[src/gpib_msg_pkg.sv]
// What this block does
// - address bytes act at once, never queued
// - own addresses set listener/talker; unlisten/untalk drop
// - universal commands act at once; only clear queued
// - attention high decodes commands, low passes data
// - interface clear idles only the bus functions
// - own listen address with remote enable goes remote
// - remote enable low: local, lockout removed
// - device clear flushes buffer, queues clear char first
// - device clear waits for running measurement
// - lockout disables the front panel local button
// - serial poll enabled talker sends status byte
// - serial poll disable resumes output buffer data
// - addressed commands only while addressed to listen
// - trigger queues one char and ends string
// - queued trigger executes in turn, starts measurement
// - go-to-local switches local, queues nothing
// - selected clear acts as device clear when listening
// - talk-only switch sampled at power-up and clear
// - talk-only set means permanent talker
// - device clear and power-up zero the request mask
// - new command string clears serial poll status
package gpib_msg_pkg;
   // bus message codes, seven bits significant
   localparam logic [6:0] LISTEN_GROUP = 7'h20;
   localparam logic [6:0] TALK_GROUP = 7'h40;
   localparam logic [6:0] MSG_UNLISTEN = 7'h3F;
   localparam logic [6:0] MSG_UNTALK = 7'h5F;
   localparam logic [6:0] MSG_GO_LOCAL = 7'h01;
   localparam logic [6:0] MSG_SEL_CLEAR = 7'h04;
   localparam logic [6:0] MSG_TRIGGER = 7'h08;
   localparam logic [6:0] MSG_LOCKOUT = 7'h11;
   localparam logic [6:0] MSG_DEV_CLEAR = 7'h14;
   localparam logic [6:0] MSG_POLL_ON = 7'h18;
   localparam logic [6:0] MSG_POLL_OFF = 7'h19;
   localparam logic [4:0] NO_ADDRESS = 5'h1F;
   // characters placed in the input buffer
   localparam logic [7:0] CLEAR_CHAR = 8'h2A;
   localparam logic [7:0] TRIGGER_CHAR = 8'h3F;
   localparam logic [7:0] STRING_END_CHAR = 8'h0A;
   // register byte offsets
   localparam logic [3:0] CTRL_OFFSET = 4'h0;
   localparam logic [3:0] MASK_OFFSET = 4'h4;
   localparam logic [3:0] STATE_OFFSET = 4'h8;
   localparam logic [3:0] POLL_OFFSET = 4'hC;
   // reset values and response codes
   localparam logic [4:0] ADDR_RESET = 5'h04;
   localparam logic [5:0] MASK_RESET = 6'h00;
   localparam logic [1:0] RESP_OKAY = 2'h0;
   localparam logic [1:0] RESP_SLVERR = 2'h2;
   // cycles counted after reset before the talk-only strap is trusted
   localparam logic [1:0] STRAP_WAIT = 2'h3;

   typedef enum logic [1:0] {KIND_DATA, KIND_TRIG, KIND_CLEAR} cmd_kind_type;

   typedef struct packed {
      logic valid;
      cmd_kind_type kind;
      logic [7:0] data;
   } cmd_out_type;

   typedef struct packed {
      logic remote;
      logic lockout;
      logic listener;
      logic talker;
      logic spoll;
      logic talkOnly;
      logic clearPending;
      logic rqs;
   } state_type;
endpackage

[src/gpib_interface_message_handler.sv]
`timescale 1ns/1ps
`default_nettype none
module gpib_interface_message_handler (
   input wire logic sys_clk,
   input wire logic arst_n,
   input wire logic s_axi_awvalid,
   output logic s_axi_awready,
   input wire logic [31:0] s_axi_awaddr,
   input wire logic s_axi_wvalid,
   output logic s_axi_wready,
   input wire logic [31:0] s_axi_wdata,
   input wire logic [3:0] s_axi_wstrb,
   output logic s_axi_bvalid,
   input wire logic s_axi_bready,
   output logic [1:0] s_axi_bresp,
   input wire logic s_axi_arvalid,
   output logic s_axi_arready,
   input wire logic [31:0] s_axi_araddr,
   output logic s_axi_rvalid,
   input wire logic s_axi_rready,
   output logic [31:0] s_axi_rdata,
   output logic [1:0] s_axi_rresp,
   input wire logic [7:0] busData,
   input wire logic davPin,
   input wire logic atnPin,
   input wire logic ifcPin,
   input wire logic renPin,
   input wire logic localBtn,
   input wire logic talkOnlySw,
   input wire logic measBusy,
   input wire logic execTrig,
   input wire logic [7:0] outBufByte,
   input wire logic [5:0] statusSet,
   output gpib_msg_pkg::cmd_out_type cmdOut,
   output logic bufFlush,
   output logic measStart,
   output logic [7:0] talkByte,
   output gpib_msg_pkg::state_type state
);

   ////////////////////////////////////////////////////////////////////////////
   // pin synchronisers: every bus pin passes two flops
   // strobe and data share the same stages, so a byte settles together with its strobe
   logic [13:0] pinMeta_q;
   logic [13:0] pinSync_q;
   always_ff @(posedge sys_clk or negedge arst_n) begin
      if (!arst_n) begin
         pinMeta_q <= '0;
         pinSync_q <= '0;
      end else begin
         pinMeta_q <= {davPin, atnPin, ifcPin, renPin, localBtn, talkOnlySw, busData};
         pinSync_q <= pinMeta_q;
      end
   end

   logic davS, atnS, ifcS, renS, btnS, strapS;
   logic [6:0] msg;
   logic [7:0] dataS;
   assign {davS, atnS, ifcS, renS, btnS, strapS, dataS} = pinSync_q;
   assign msg = dataS[6:0];

   // edge history, read only from the second sync stage
   logic davPrev_q, ifcPrev_q, btnPrev_q;
   always_ff @(posedge sys_clk or negedge arst_n) begin
      if (!arst_n) begin
         davPrev_q <= 1'b0;
         ifcPrev_q <= 1'b0;
         btnPrev_q <= 1'b0;
      end else begin
         davPrev_q <= davS;
         ifcPrev_q <= ifcS;
         btnPrev_q <= btnS;
      end
   end

   ////////////////////////////////////////////////////////////////////////////
   // message decode
   logic [4:0] myAddr_q;
   logic [5:0] srqMask_q;
   logic remote_q, lockout_q, listener_q, talker_q, spoll_q, talkOnly_q;
   logic clearPend_q, strOpen_q, rqs_q;
   logic [5:0] pollBits_q;

   logic byteEv, cmdEv, dataEv, btnEdge, ifcRise;
   logic isMla, isMta, isUnl, isUnt, otherTalk;
   logic isGet, isGtl, isSdc, isDcl, isLlo, isSpe, isSpd;
   logic [7:0] pollByte;

   // ignore bytes while interface clear holds the bus idle
   assign byteEv = davS && !davPrev_q && !ifcS;
   assign cmdEv = byteEv && atnS;
   assign dataEv = byteEv && !atnS && listener_q;
   assign btnEdge = btnS && !btnPrev_q;
   assign ifcRise = ifcS && !ifcPrev_q;

   assign isMla = (msg[6:5] == gpib_msg_pkg::LISTEN_GROUP[6:5]) && (msg[4:0] == myAddr_q)
      && (myAddr_q != gpib_msg_pkg::NO_ADDRESS);
   assign isMta = (msg[6:5] == gpib_msg_pkg::TALK_GROUP[6:5]) && (msg[4:0] == myAddr_q)
      && (myAddr_q != gpib_msg_pkg::NO_ADDRESS);
   assign isUnl = (msg == gpib_msg_pkg::MSG_UNLISTEN);
   assign isUnt = (msg == gpib_msg_pkg::MSG_UNTALK);
   assign otherTalk = (msg[6:5] == gpib_msg_pkg::TALK_GROUP[6:5]) && !isMta && !isUnt;
   // addressed commands count only while addressed to listen
   assign isGet = (msg == gpib_msg_pkg::MSG_TRIGGER) && listener_q;
   assign isGtl = (msg == gpib_msg_pkg::MSG_GO_LOCAL) && listener_q;
   assign isSdc = (msg == gpib_msg_pkg::MSG_SEL_CLEAR) && listener_q;
   assign isDcl = (msg == gpib_msg_pkg::MSG_DEV_CLEAR);
   assign isLlo = (msg == gpib_msg_pkg::MSG_LOCKOUT);
   assign isSpe = (msg == gpib_msg_pkg::MSG_POLL_ON);
   assign isSpd = (msg == gpib_msg_pkg::MSG_POLL_OFF);

   // poll byte: bit 6 request, bit 1 never used, bit 7 zero
   assign pollByte = {1'b0, rqs_q, pollBits_q[5:2], 1'b0, pollBits_q[0]};

   ////////////////////////////////////////////////////////////////////////////
   // talker / listener / serial poll state, acted on at once
   always_ff @(posedge sys_clk or negedge arst_n) begin
      if (!arst_n) begin
         listener_q <= 1'b0;
         talker_q <= 1'b0;
         spoll_q <= 1'b0;
      end else if (ifcS) begin
         // interface functions only; remote and queue stay put
         listener_q <= 1'b0;
         talker_q <= 1'b0;
         spoll_q <= 1'b0;
      end else if (cmdEv) begin
         if (isMla) listener_q <= 1'b1;
         if (isUnl) listener_q <= 1'b0;
         if (isMta) talker_q <= 1'b1;
         if (isUnt || otherTalk) talker_q <= 1'b0;
         if (isSpe) spoll_q <= 1'b1;
         if (isSpd) spoll_q <= 1'b0;
      end
   end

   ////////////////////////////////////////////////////////////////////////////
   // remote / local and lockout
   always_ff @(posedge sys_clk or negedge arst_n) begin
      if (!arst_n) begin
         remote_q <= 1'b0;
         lockout_q <= 1'b0;
      end else if (!renS) begin
         remote_q <= 1'b0;
         lockout_q <= 1'b0;
      end else begin
         if (cmdEv && isMla) remote_q <= 1'b1;
         if (cmdEv && isLlo) lockout_q <= 1'b1;
         if (cmdEv && isGtl) remote_q <= 1'b0;
         // a locked-out panel button has no effect
         if (btnEdge && !lockout_q) remote_q <= 1'b0;
      end
   end

   ////////////////////////////////////////////////////////////////////////////
   // talk-only strap: sampled once the synchroniser holds real data, then on clear
   logic [1:0] strapCnt_q;
   always_ff @(posedge sys_clk or negedge arst_n) begin
      if (!arst_n) begin
         strapCnt_q <= 2'h0;
         talkOnly_q <= 1'b0;
      end else if (strapCnt_q != gpib_msg_pkg::STRAP_WAIT) begin
         strapCnt_q <= strapCnt_q + 2'h1;
         if (strapCnt_q == gpib_msg_pkg::STRAP_WAIT - 2'h1) talkOnly_q <= strapS;
      end else if (ifcRise) begin
         talkOnly_q <= strapS;
      end
   end

   ////////////////////////////////////////////////////////////////////////////
   // input buffer feed: data, trigger char, deferred clear
   always_ff @(posedge sys_clk or negedge arst_n) begin
      if (!arst_n) begin
         cmdOut <= '0;
         bufFlush <= 1'b0;
         clearPend_q <= 1'b0;
         strOpen_q <= 1'b0;
      end else begin
         cmdOut.valid <= 1'b0;
         bufFlush <= 1'b0;
         if (dataEv) begin
            cmdOut.valid <= 1'b1;
            cmdOut.kind <= gpib_msg_pkg::KIND_DATA;
            cmdOut.data <= dataS;
            strOpen_q <= (dataS != gpib_msg_pkg::STRING_END_CHAR);
         end else if (cmdEv && isGet) begin
            // exactly one char, and the string ends here
            cmdOut.valid <= 1'b1;
            cmdOut.kind <= gpib_msg_pkg::KIND_TRIG;
            cmdOut.data <= gpib_msg_pkg::TRIGGER_CHAR;
            strOpen_q <= 1'b0;
         end else if (clearPend_q && !measBusy) begin
            // flush then clear char at the head; held off while measuring
            cmdOut.valid <= 1'b1;
            cmdOut.kind <= gpib_msg_pkg::KIND_CLEAR;
            cmdOut.data <= gpib_msg_pkg::CLEAR_CHAR;
            bufFlush <= 1'b1;
            clearPend_q <= 1'b0;
         end
         // a new clear arriving as the old one leaves is kept
         if (cmdEv && (isDcl || isSdc)) clearPend_q <= 1'b1;
      end
   end

   ////////////////////////////////////////////////////////////////////////////
   // serial poll status; new string clears it but fresh events still land
   logic clearMask;
   assign clearMask = clearPend_q && !measBusy && !dataEv && !(cmdEv && isGet);
   always_ff @(posedge sys_clk or negedge arst_n) begin
      if (!arst_n) begin
         pollBits_q <= '0;
         rqs_q <= 1'b0;
      end else begin
         if (dataEv && !strOpen_q) pollBits_q <= statusSet;
         else pollBits_q <= pollBits_q | statusSet;
         rqs_q <= |(pollBits_q & srqMask_q);
      end
   end

   // talk source and trigger execution
   always_ff @(posedge sys_clk or negedge arst_n) begin
      if (!arst_n) begin
         talkByte <= '0;
         measStart <= 1'b0;
      end else begin
         talkByte <= spoll_q ? pollByte : outBufByte;
         measStart <= execTrig;
      end
   end

   // status bundle; talk-only forces a permanent talker
   always_ff @(posedge sys_clk or negedge arst_n) begin
      if (!arst_n) begin
         state <= '0;
      end else begin
         state.remote <= remote_q;
         state.lockout <= lockout_q;
         state.listener <= listener_q;
         state.talker <= talker_q || talkOnly_q;
         state.spoll <= spoll_q;
         state.talkOnly <= talkOnly_q;
         state.clearPending <= clearPend_q;
         state.rqs <= rqs_q;
      end
   end

   ////////////////////////////////////////////////////////////////////////////
   // register slave: one write and one read in flight
   logic awHave_q, wHave_q;
   logic [3:0] awAddr_q;
   logic [31:0] wData_q;
   logic [3:0] wStrb_q;

   function automatic logic known(input logic [3:0] a);
      known = (a == gpib_msg_pkg::CTRL_OFFSET) || (a == gpib_msg_pkg::MASK_OFFSET)
         || (a == gpib_msg_pkg::STATE_OFFSET) || (a == gpib_msg_pkg::POLL_OFFSET);
   endfunction

   always_ff @(posedge sys_clk or negedge arst_n) begin
      if (!arst_n) begin
         s_axi_awready <= 1'b1;
         s_axi_wready <= 1'b1;
         s_axi_bvalid <= 1'b0;
         s_axi_bresp <= gpib_msg_pkg::RESP_OKAY;
         awHave_q <= 1'b0;
         wHave_q <= 1'b0;
         awAddr_q <= '0;
         wData_q <= '0;
         wStrb_q <= '0;
      end else begin
         if (s_axi_awvalid && s_axi_awready) begin
            awAddr_q <= s_axi_awaddr[3:0];
            awHave_q <= 1'b1;
            s_axi_awready <= 1'b0;
         end
         if (s_axi_wvalid && s_axi_wready) begin
            wData_q <= s_axi_wdata;
            wStrb_q <= s_axi_wstrb;
            wHave_q <= 1'b1;
            s_axi_wready <= 1'b0;
         end
         if (awHave_q && wHave_q && !s_axi_bvalid) begin
            awHave_q <= 1'b0;
            wHave_q <= 1'b0;
            s_axi_bvalid <= 1'b1;
            s_axi_bresp <= known(awAddr_q) ? gpib_msg_pkg::RESP_OKAY
               : gpib_msg_pkg::RESP_SLVERR;
         end
         if (s_axi_bvalid && s_axi_bready) begin
            s_axi_bvalid <= 1'b0;
            s_axi_awready <= 1'b1;
            s_axi_wready <= 1'b1;
         end
      end
   end

   // writable registers; device clear wins over a software write to the mask
   logic doWrite;
   assign doWrite = awHave_q && wHave_q && !s_axi_bvalid && wStrb_q[0];
   always_ff @(posedge sys_clk or negedge arst_n) begin
      if (!arst_n) begin
         myAddr_q <= gpib_msg_pkg::ADDR_RESET;
         srqMask_q <= gpib_msg_pkg::MASK_RESET;
      end else begin
         if (doWrite && awAddr_q == gpib_msg_pkg::CTRL_OFFSET) myAddr_q <= wData_q[4:0];
         if (doWrite && awAddr_q == gpib_msg_pkg::MASK_OFFSET) srqMask_q <= wData_q[5:0];
         if (clearMask) srqMask_q <= gpib_msg_pkg::MASK_RESET;
      end
   end

   // read side answers one cycle after the address is taken
   always_ff @(posedge sys_clk or negedge arst_n) begin
      if (!arst_n) begin
         s_axi_arready <= 1'b1;
         s_axi_rvalid <= 1'b0;
         s_axi_rdata <= '0;
         s_axi_rresp <= gpib_msg_pkg::RESP_OKAY;
      end else if (s_axi_arvalid && s_axi_arready) begin
         s_axi_arready <= 1'b0;
         s_axi_rvalid <= 1'b1;
         s_axi_rresp <= known(s_axi_araddr[3:0]) ? gpib_msg_pkg::RESP_OKAY
            : gpib_msg_pkg::RESP_SLVERR;
         unique case (s_axi_araddr[3:0])
            gpib_msg_pkg::CTRL_OFFSET: s_axi_rdata <= {27'h0, myAddr_q};
            gpib_msg_pkg::MASK_OFFSET: s_axi_rdata <= {26'h0, srqMask_q};
            gpib_msg_pkg::STATE_OFFSET: s_axi_rdata <= {24'h0, state};
            gpib_msg_pkg::POLL_OFFSET: s_axi_rdata <= {24'h0, pollByte};
            default: s_axi_rdata <= 32'h0;
         endcase
      end else if (s_axi_rvalid && s_axi_rready) begin
         s_axi_rvalid <= 1'b0;
         s_axi_arready <= 1'b1;
      end
   end
endmodule // gpib_interface_message_handler
`default_nettype wire

[config.mk]
export PLATFORM = sky130hd
export DESIGN_NAME = gpib_interface_message_handler
export DESIGN_NICKNAME = d
export VERILOG_FILES = /design/src/gpib_msg_pkg.sv /design/src/gpib_interface_message_handler.sv
export SDC_FILE = /design/constraint.sdc
export NUM_CORES = 1
export LEC_CHECK = 0
export BUFFER_PORTS_ARGS = -buffer_cell sky130_fd_sc_hd__buf_2
export CAP_MARGIN = 0
export CORE_MARGIN = 10
export CORE_UTILIZATION = 35
export CTS_CLUSTER_SIZE = 28
export DETAILED_ROUTE_END_ITERATION = 8
export SKIP_LAST_GASP = 1
export SYNTH_ARGS = -nofsm -noshare
export SYNTH_HDL_FRONTEND = slang
export SYNTH_SLANG_ARGS = --single-unit
export TNS_END_PERCENT = 10
[constraint.sdc]
create_clock -name sys_clk -period 1.9 [get_ports sys_clk]
set_clock_uncertainty 0.2 [all_clocks]
set_input_delay 0.19 -clock sys_clk [delete_from_list [all_inputs] [get_ports sys_clk]]
set_output_delay 0.19 -clock sys_clk [all_outputs]
set_load 0.02 [all_outputs]
### Yosys cells after proc, flatten, opt, wreduce, memory -nomap -nowiden

Cells that the tools add are included.

| operators by class | value |
|---|---|
| $add $sub $neg | 1 |
| $mul | 0 |
| div/mod/pow operators | 0 |
| $lt $le $gt $ge | 0 |
| equal/unequal tests | 27 |
| shift-type cells | 0 |
| muxes and demuxes | 54 |
| bitwise operators | 2 |
| reductions and logical operators | 81 |

Operators by type and width:

| kind | number |
|---|---|
| 2-to-1 mux 1 bit | 44 |
| logical AND 1 bit | 36 |
| 2-to-1 mux 11 bit | 3 |
| one-hot mux 8 bit (4 select lines) | 1 |
| equality test 7 x 5 -> 1 bit, second input constant | 4 |
| nonzero test 2 bit | 11 |
| 2-to-1 mux 6 bit | 3 |
| equality test 4 bit, second input constant | 4 |
| logical NOT 1 bit | 13 |
| nonzero test 3 bit | 4 |
| logical OR 1 bit | 9 |
| equality test 4 x 3 -> 1 bit, second input constant | 2 |
| logical NOT 4 bit | 2 |
| 2-to-1 mux 8 bit | 1 |
| != test 8 x 4 -> 1 bit, second input constant | 1 |
| AND reduction 2 bit | 4 |
| equality test 7 x 1 -> 1 bit, second input constant | 1 |
| equality test 7 x 3 -> 1 bit, second input constant | 1 |
| equality test 7 x 4 -> 1 bit, second input constant | 1 |
| equality test 7 x 6 -> 1 bit, second input constant | 1 |
| equality test 7 bit, second input constant | 1 |
| bitwise AND 6 bit | 1 |
| != test 2 x 1 -> 1 bit, second input constant | 3 |
| OR 6 bit | 1 |
| other kinds (10) | 13 |

| word-level totals | value |
|---|---|
| register bits after elaboration | 142 |
| latch bits | 0 |
| bits in writable memories | 0 |
| ROM bits | 0 |
| bits of input ports | 137 |
| output and inout port bits | 70 |
| word-level logic and storage cells | 210 |
| memories kept | 0 |

### Depth between registers and ports, before layout

Gate-level depths: netlist of run 1.

| depth | value |
|---|---|
| depth after elaboration | 10 |
| gate-level depth with buffers | 5 |
| depth with buffers taken out | 5 |

### Least setup slack after synthesis of run 1

Ideal clock, no wire load.

| timing | value |
|---|---|
| kind | flip-flop to flip-flop |
| start point | register s_axi_bvalid |
| end point | register myAddr_q[0] |
| setup time | 0.125 ns |
| data arrival time | 1.451 ns |
| data required time | 1.575 ns |
| path slack | 0.125 ns |
| stages on the path, launching flop included | 6 |
| buffers on the path | 2 |
| clock period less this slack | 1.775 ns |
| cells stage by stage | dfrtp_1 > and3b_1 > buf_2 > and4b_1 > buf_2 > mux2_2 |

| on the way | value |
|---|---|
| cells in the longest elaborated chain, start to end | 4 |

RTL lines:

| element | RTL line | RTL |
|---|---|---|
| from (decl) | gpib_interface_message_handler.sv:13 | `output logic s_axi_bvalid,` |
| from (signal assigned) | gpib_interface_message_handler.sv:263 | `s_axi_bvalid <= 1'b0;` |
| from (signal assigned) | gpib_interface_message_handler.sv:285 | `s_axi_bvalid <= 1'b1;` |
| from (signal assigned) | gpib_interface_message_handler.sv:290 | `s_axi_bvalid <= 1'b0;` |
| logical NOT 1 bit | gpib_interface_message_handler.sv:299 | `assign doWrite = awHave_q && wHave_q && !s_axi_bvalid && wStrb_q[0];` |
| logical AND 1 bit (2 in a row) | gpib_interface_message_handler.sv:299 |  |
| logical AND 1 bit | gpib_interface_message_handler.sv:305 | `if (doWrite && awAddr_q == gpib_msg_pkg::CTRL_OFFSET) myAddr_q <= wData_q[4:0];` |
| to (signal assigned) | gpib_interface_message_handler.sv:302 | `myAddr_q <= gpib_msg_pkg::ADDR_RESET;` |
| to (signal assigned) | gpib_interface_message_handler.sv:305 |  |
| to (decl) | gpib_interface_message_handler.sv:78 | `logic [4:0] myAddr_q;` |

No other way between the ends.
A chain may end at the register's enable or synchronous reset.

### Worst setup path after layout of run 1

| timing | value |
|---|---|
| start point | input s_axi_araddr[1] |
| end point | register s_axi_rdata[7] |

| on the way | value |
|---|---|
| cells in the longest elaborated chain, start to end | 2 |
| elaborated cells between the ends (all ways) | 5 |
| classes of those cells | eq/ne: 3; mux: 1; reduce/logical: 1 |

RTL lines:

| element | RTL line | RTL |
|---|---|---|
| from (decl) | gpib_interface_message_handler.sv:18 | `input wire logic [31:0] s_axi_araddr,` |
| equality test 4 bit, or another cell as far along | gpib_interface_message_handler.sv:323 | `unique case (s_axi_araddr[3:0])` |
| one-hot mux 8 bit (4 select lines) * | gpib_interface_message_handler.sv:323 |  |
| to (signal assigned) | gpib_interface_message_handler.sv:324 | `gpib_msg_pkg::CTRL_OFFSET: s_axi_rdata <= {27'h0, myAddr_q};` |
| to (signal assigned) | gpib_interface_message_handler.sv:325 | `gpib_msg_pkg::MASK_OFFSET: s_axi_rdata <= {26'h0, srqMask_q};` |
| to (signal assigned) | gpib_interface_message_handler.sv:326 | `gpib_msg_pkg::STATE_OFFSET: s_axi_rdata <= {24'h0, state};` |
| to (decl) | gpib_interface_message_handler.sv:21 | `output logic [31:0] s_axi_rdata,` |

Mark *: on every way between the ends. The rest lies on a longest branch, timed or not.

==> run metrics, run 1 <==
final setup vio count=0; Final HPWL DP=8036 um; leakage power=3.060 nW; final worst setup slack=0.1074 ns; Initial Util=0.3603; cell mode on critical path=dlygate4sd3_1; Area after DPL=5310 um^2; Post-Synth Simple-Gate Area=0.1052; critical path's slowest cell=dlygate4sd3_1; crit path kind=in2reg; global-route usage over all layers=0.1245; critical path buffer and inverter count=3; fin. max-slew vios=0; Die ar.=18,130 um^2; crit-path max FO=2; Filler Cells Inserted=1,161; Post-Synth XOR/XNOR Area=0.01142; post_cts resized=0; Post-route DRC=0; Root Driver=clkbuf_16; multi-input logic area=1499 um^2; row cnt=41; Initial DRC Count=156; CP top delay family=buffers and inverters; Critical Path RT=1.99 ns; vias in the first global route=3,379; Period minus WS final=1.793 ns; f_max=557.9 MHz; clock slew at reported path FFs=0.05 ns; per-cell routed wire length=15.53 um; Setup crit start kind=input pin; most frequent cell after synthesis=dfrtp_1; Synth area leader=dfrtp_1; syn_area_per_cell=13.38 um^2; run status=finished, final reports clean; Max Cap Violations=0; DIE WIDTH=134.7 um; number of synthesized flops with an enable pin=0; Worst path max stage delay=0.58 ns; antenna cells=0; register area=2908 um^2; hold_buf cts=53; Synth Area in Compound Gates=0.08021; # port buffers=95; crit path cell chain=dlygate4sd3_1, buf_2, nor2_1, nand2_1, dlygate4sd3_1, o41ai_1; largest cells by area after synthesis=dfrtp_1 61%, mux2_2 5.9%, buf_4 4.2%; synth unique cells=53; grt ovf=0; Arr. time, crit path=1.88 ns; Placer Congestion=0.8322; htree depth=4; first-pass GRT wire length=17,620 um; top_reg_cell synth=dfrtp_1; share of layout cells above drive strength 1=0.3403; largest family of logic cells by synthesized area=simple AND/OR/NAND/NOR gates; dpl ws=0.1240 ns; IR drop worst, VDD=0.5782 mV; Final #Nets=655; CTS tree=built; DRT Pass-1 Iters=4; Crit. End Element=flop; largest net degree at the start of global routing=37; power density cells=1124 nW/um^2; final wirelength=10,890 um; cell area after layout=6369 um^2; final setup TNS=0 ns; register area share after synthesis=0.6319; synth cell count leaders=112 x dfrtp_1, 26 x buf_4, 24 x mux2_2, 18 x nand2_1, 16 x nor2_1; Skew-Pair Late Insertion Delay=0.41 ns; FFs w/ async S/R, synth=1.000; top cell type's share of synthesized area=0.6090; min-delay worst type=in2async; CTS buffer count=17; IO Count=207; post-synthesis mux area share=0.1022; core area=12,770 um^2; Post-CTS Setup Inserts=0; Sink Count=116; routed vias=3,163; mean number of vias per cell=4.512; antenna-violating nets left=0; Yosys warning count=0; final worst-path cycle share=0.9435; adder-cell share of the synthesized area=0.005438; die span in y=134.7 um; Post-Syn Instances=344; Post-Syn Area=4602 um^2; Clock Path Buffers=2; Yosys reg bits=116; antenna violations before repair=0; Fin. Hold Viols=0; unrepaired setup endpoints after global routing=no; Area growth syn-to-layout=38.39%
[area by class of cell]
cell class,instances,area share
multi-input cells,204,0.2354
repair buffers,165,0.1843
clock buffers,27,0.07898
clock inverters,5,0.003929
well taps,172,0.03379
inverters,12,0.007073
flip-flops and latches,116,0.4566
[sequential cells by signal (all words and copies together) (netlist names), 2 cells and up]
name         flops
awAddr_q         4
pinMeta_q       14
strapCnt_q       2
talkByte         8
pinSync_q       14
wData_q          6
myAddr_q         5
state            8
srqMask_q        6
cmdOut          11
s_axi_rdata      8
pollBits_q       6
[through the flow]
step,power (mW),instances,util,hold slack [ns]
after floorplan,3.885,369,-,-0.3056
after global placement,4.267,616,0.4157,-0.05623
after detailed placement,4.311,616,0.4157,-0.05226
after CTS,7.244,701,0.4986,0.05245
after global routing,7.543,701,0.4986,0.1025
final,7.161,701,0.4986,0.04794
[report_power, final]
group | internal (mW) | total, mW | leakage [nW] | switching (mW)
combinational | 0.602 | 1.21 | 1.39 | 0.606
clock | 1.79 | 2.80 | 0.265 | 1.01
sequential | 2.88 | 3.16 | 1.40 | 0.278
[layer usage]
| layer | vias up | wire length [um] | share of wire | global-route usage |
|---|---|---|---|---|
| met1 | 1535 | 4436 | 0.41 | 0.1420 |
| met4 | 0 | 140 | 0.013 | 0.05260 |
| met2 | 111 | 5364 | 0.49 | 0.2012 |
| li1 | 1503 | - | - | - |
| met5 | - | 0 | 0 | 0 |
| met3 | 14 | 947 | 0.087 | 0.05193 |
[worst paths after layout]
check	end	cells past startpoint	from	slack (ns)
worst max-delay path	s_axi_rdata[7]$_DFFE_PN0P_	6	s_axi_araddr[1]	0.11
worst min-delay path	measStart$_DFF_PN0_	2	arst_n	0.05
worst max register to register	remote_q$_DFFE_PN0P_	4	pinSync_q[11]$_DFF_PN0_	0.14
worst min register to register	pinSync_q[3]$_DFF_PN0_	0	pinMeta_q[3]$_DFF_PN0_	0.15
max in group asynchronous	pollBits_q[1]$_DFF_PN0_	3	arst_n	0.83
min in group sys_clk	s_axi_rdata[5]$_DFFE_PN0P_	4	s_axi_araddr[3]	0.11
[cell families after synthesis]
group / count (synthesis)
DFF: 116
and+or+nand+nor: 79
AOI/OAI and AO/OA: 52
buffers and inverters: 49
adders and majority gates: 2
xor gates and xnor gates: 6
muxes: 39
other: 1
[cell usage in the layout, fill, tap and decap left out, types with 3 or more instances in the layout]
cell type,Yosys,final
xnor2_1,3,3
a21oi_1,4,4
mux4_2,4,4
inv_1,12,12
nand2b_1,3,3
conb_1,1,26
buf_12,0,3
dfrtp_1,112,112
a22o_1,9,9
mux2i_1,11,11
buf_2,6,94
o22a_1,3,3
nand3_1,6,6
a21o_1,8,8
clkbuf_8,0,4
and3_1,3,3
dfstp_2,4,4
mux2_2,24,24
a22oi_1,3,3
nand4_1,3,3
clkbuf_1,5,6
nor2_1,16,16
nand2_1,18,18
xor2_1,3,3
nor2b_1,6,6
buf_4,26,15
nor3_1,5,5
o21ai_0,11,11
clkinv_2,0,5
clkbuf_16,0,17
dlygate4sd3_1,0,53
Note: power is estimated with default switching activity, not from simulation.
==> inputs of run 2 (changes only) <==
--- a/config.mk
+++ b/config.mk
@@ -11,6 +11,7 @@
 export CORE_UTILIZATION = 35
 export CTS_CLUSTER_SIZE = 28
 export DETAILED_ROUTE_END_ITERATION = 8
+export GPL_TIMING_DRIVEN = 0
 export SKIP_LAST_GASP = 1
 export SYNTH_ARGS = -nofsm -noshare
 export SYNTH_HDL_FRONTEND = slang
==> run 2 against run 1 <==
Net effect: via count is 2.1% higher; flip-flop and latch count stayed put; setup slack worse by 0.062 ns; largest cell class unchanged; die area stayed put; clock-buffer cell count is 7 lower; first-iteration DRC count is 11% higher; critical path type is now reg2reg; global-route usage is 0.15 points higher; sequential power hardly changed; non-clock buffer count is 20 higher; sequential share of layout area is 1.2 points lower; total power is 4.6% higher; combinational power hardly changed.
==> run metrics, run 2 (synthesis results as in run 1) <==
IR drop worst, VDD=0.7815 mV (+35%); Setup crit start kind=flop; vias in the first global route=3,419 (+1.2%); Arr. time, crit path=1.95 ns (+0.07 ns); die span in y=134.7 um (unchanged); crit-path max FO=6 (+4); final setup vio count=0 (unchanged); Initial Util=0.3603 (unchanged); critical path buffer and inverter count=0 (-3); Sink Count=116 (unchanged); clock slew at reported path FFs=0.05 ns (about the same); f_max=539.1 MHz (-3.4%); IO Count=207 (unchanged); fin. max-slew vios=0 (unchanged); Post-route DRC=0 (unchanged); Clock Path Buffers=2 (unchanged); run status=finished, final reports clean; global-route usage over all layers=0.1260 (+0.001524); CP top delay family=simple AND/OR/NAND/NOR gates; Post-Route Utilization=0.5125 (+0.01391); Max Cap Violations=0 (unchanged); power density cells=1144 nW/um^2 (+1.7%); RR Startpoint=pinSync_q[2]$_DFF_PN0_; row cnt=41 (unchanged); largest net degree at the start of global routing=61 (+65%); register area=2908 um^2 (unchanged); CTS buffer count=17 (unchanged); Area growth syn-to-layout=42.25%; # port buffers=93 (-2.1%); critical path's slowest cell=dfrtp_1; measured slew at the worst slew-check pin=0.8842 ns; Slew Limit Headroom=0.4060; core area=12,770 um^2 (unchanged); antenna violations before repair=0 (unchanged); htree depth=4 (unchanged); Die ar.=18,130 um^2 (unchanged); Initial DRC Count=173 (+11%); biggest regs=pinMeta_q: 14 flops, pinSync_q: 14 flops, cmdOut: 11 flops; DIE WIDTH=134.7 um (unchanged); leakage power=3.177 nW (+3.8%); multi-input logic area=1499 um^2 (unchanged); first-pass GRT wire length=17,950 um (+1.9%); Worst path max stage delay=0.46 ns (-0.12 ns); antenna-violating nets left=0 (unchanged); final worst-path cycle share=0.9763 (+0.03282); grt ovf=0 (unchanged); Skew-Pair Late Insertion Delay=0.41 ns (about the same); Final HPWL DP=7991 um (-0.55%); CTS tree=built; Filler Cells Inserted=1,122 (-3.4%); antenna cells=0 (unchanged); final setup TNS=0 ns (unchanged); final wirelength=10,950 um (+0.61%); Critical Path RT=2.00 ns (about the same); Crit. End Element=flop; unrepaired setup endpoints after global routing=yes; commonest non-fill, non-tap cell in the layout=dfrtp_1; min-delay worst type=in2async; mean number of vias per cell=4.485 (-0.61%); Period minus WS final=1.855 ns (+0.06236 ns); DRT Pass-1 Iters=5 (+1); commonest non-fill, non-tap cells in the layout=112 x dfrtp_1, 98 x buf_2, 53 x dlygate4sd3_1, 27 x buf_4, 26 x conb_1; routed vias=3,229 (+2.1%); Placer Congestion=0.7839 (-5.8%); per-cell routed wire length=15.21 um (-2.0%); Final #Nets=675 (+3.1%); share of layout cells above drive strength 1=0.3631 (+0.02287); crit path from=pinSync_q[2]$_DFF_PN0_; Fin. Hold Viols=0 (unchanged); overall power=7.489 mW (+4.6%); Root Driver=clkbuf_16; crit path kind=reg2reg; crit path cell chain=nor3_1, and2_1, nand3_1, a31o_2
-- run 2: report_power, final --
group          switching, mW  internal [mW]
registers              0.280           2.88
logic                  0.607          0.621
clock network           1.03           2.07
-- run 2: cell type report --
type,instances,share of cell area
Buffer,36,0.03670
Clock buffer,20,0.06823
Clock inverter,11,0.02064
Inverter,12,0.006881
Multi-Input combinational cell,204,0.2290
Sequential cell,116,0.4442
Tap cell,172,0.03287
Timing Repair Buffer,149,0.1615
-- run 2: what timing repair did --
item                       in CTS  in global routing
gates cloned                    0                  0
setup buffers                   0                  2
pin swaps                       0                  2
resized for setup               0                  0
setup endpoints to repair       8                 27
hold buffers                   53                  0
hold endpoints to repair      162                  0
-- run 2: path summary, 6_finish.rpt --
path	depth (start not counted)	slack [ns]	to
min reg2reg	0	0.14	pinSync_q[5]$_DFF_PN0_
max	4	0.05	strOpen_q$_DFFE_PN0P_
max in group asynchronous	3	0.69	s_axi_arready$_DFFE_PN1P_
min	2	0.11	measStart$_DFF_PN0_
max reg2reg	4	0.05	strOpen_q$_DFFE_PN0P_
min in group sys_clk	4	0.13	s_axi_rdata[5]$_DFFE_PN0P_
-- run 2: layer usage --
| metal | GRT usage | part of all wire |
|---|---|---|
| met5 | 0 | 0 |
| met4 | 0.04595 | 0.010 |
| met3 | 0.06157 | 0.082 |
| met2 | 0.2050 | 0.50 |
| met1 | 0.1398 | 0.40 |
-- run 2: per-stage QoR --
stage	setup WS (ns)	area [um^2]	cells	hold WS (ns)
after global placement	-0.9217	5376	634	0.09810
after floorplan	0.1246	4696	369	-0.3056
after global routing	-0.06791	6546	720	0.1524
final	0.04505	6546	720	0.1070
after CTS	-0.003470	6519	718	0.1016
after detailed placement	-0.03952	5410	635	-0.01606
-- run 2: worst register-to-register path, cell delays in order, from the launching register on --
cell     delay [ns]
dfrtp_1        0.46
nor3_1         0.41
and2_1         0.23
nand3_1        0.16
a31o_2         0.28
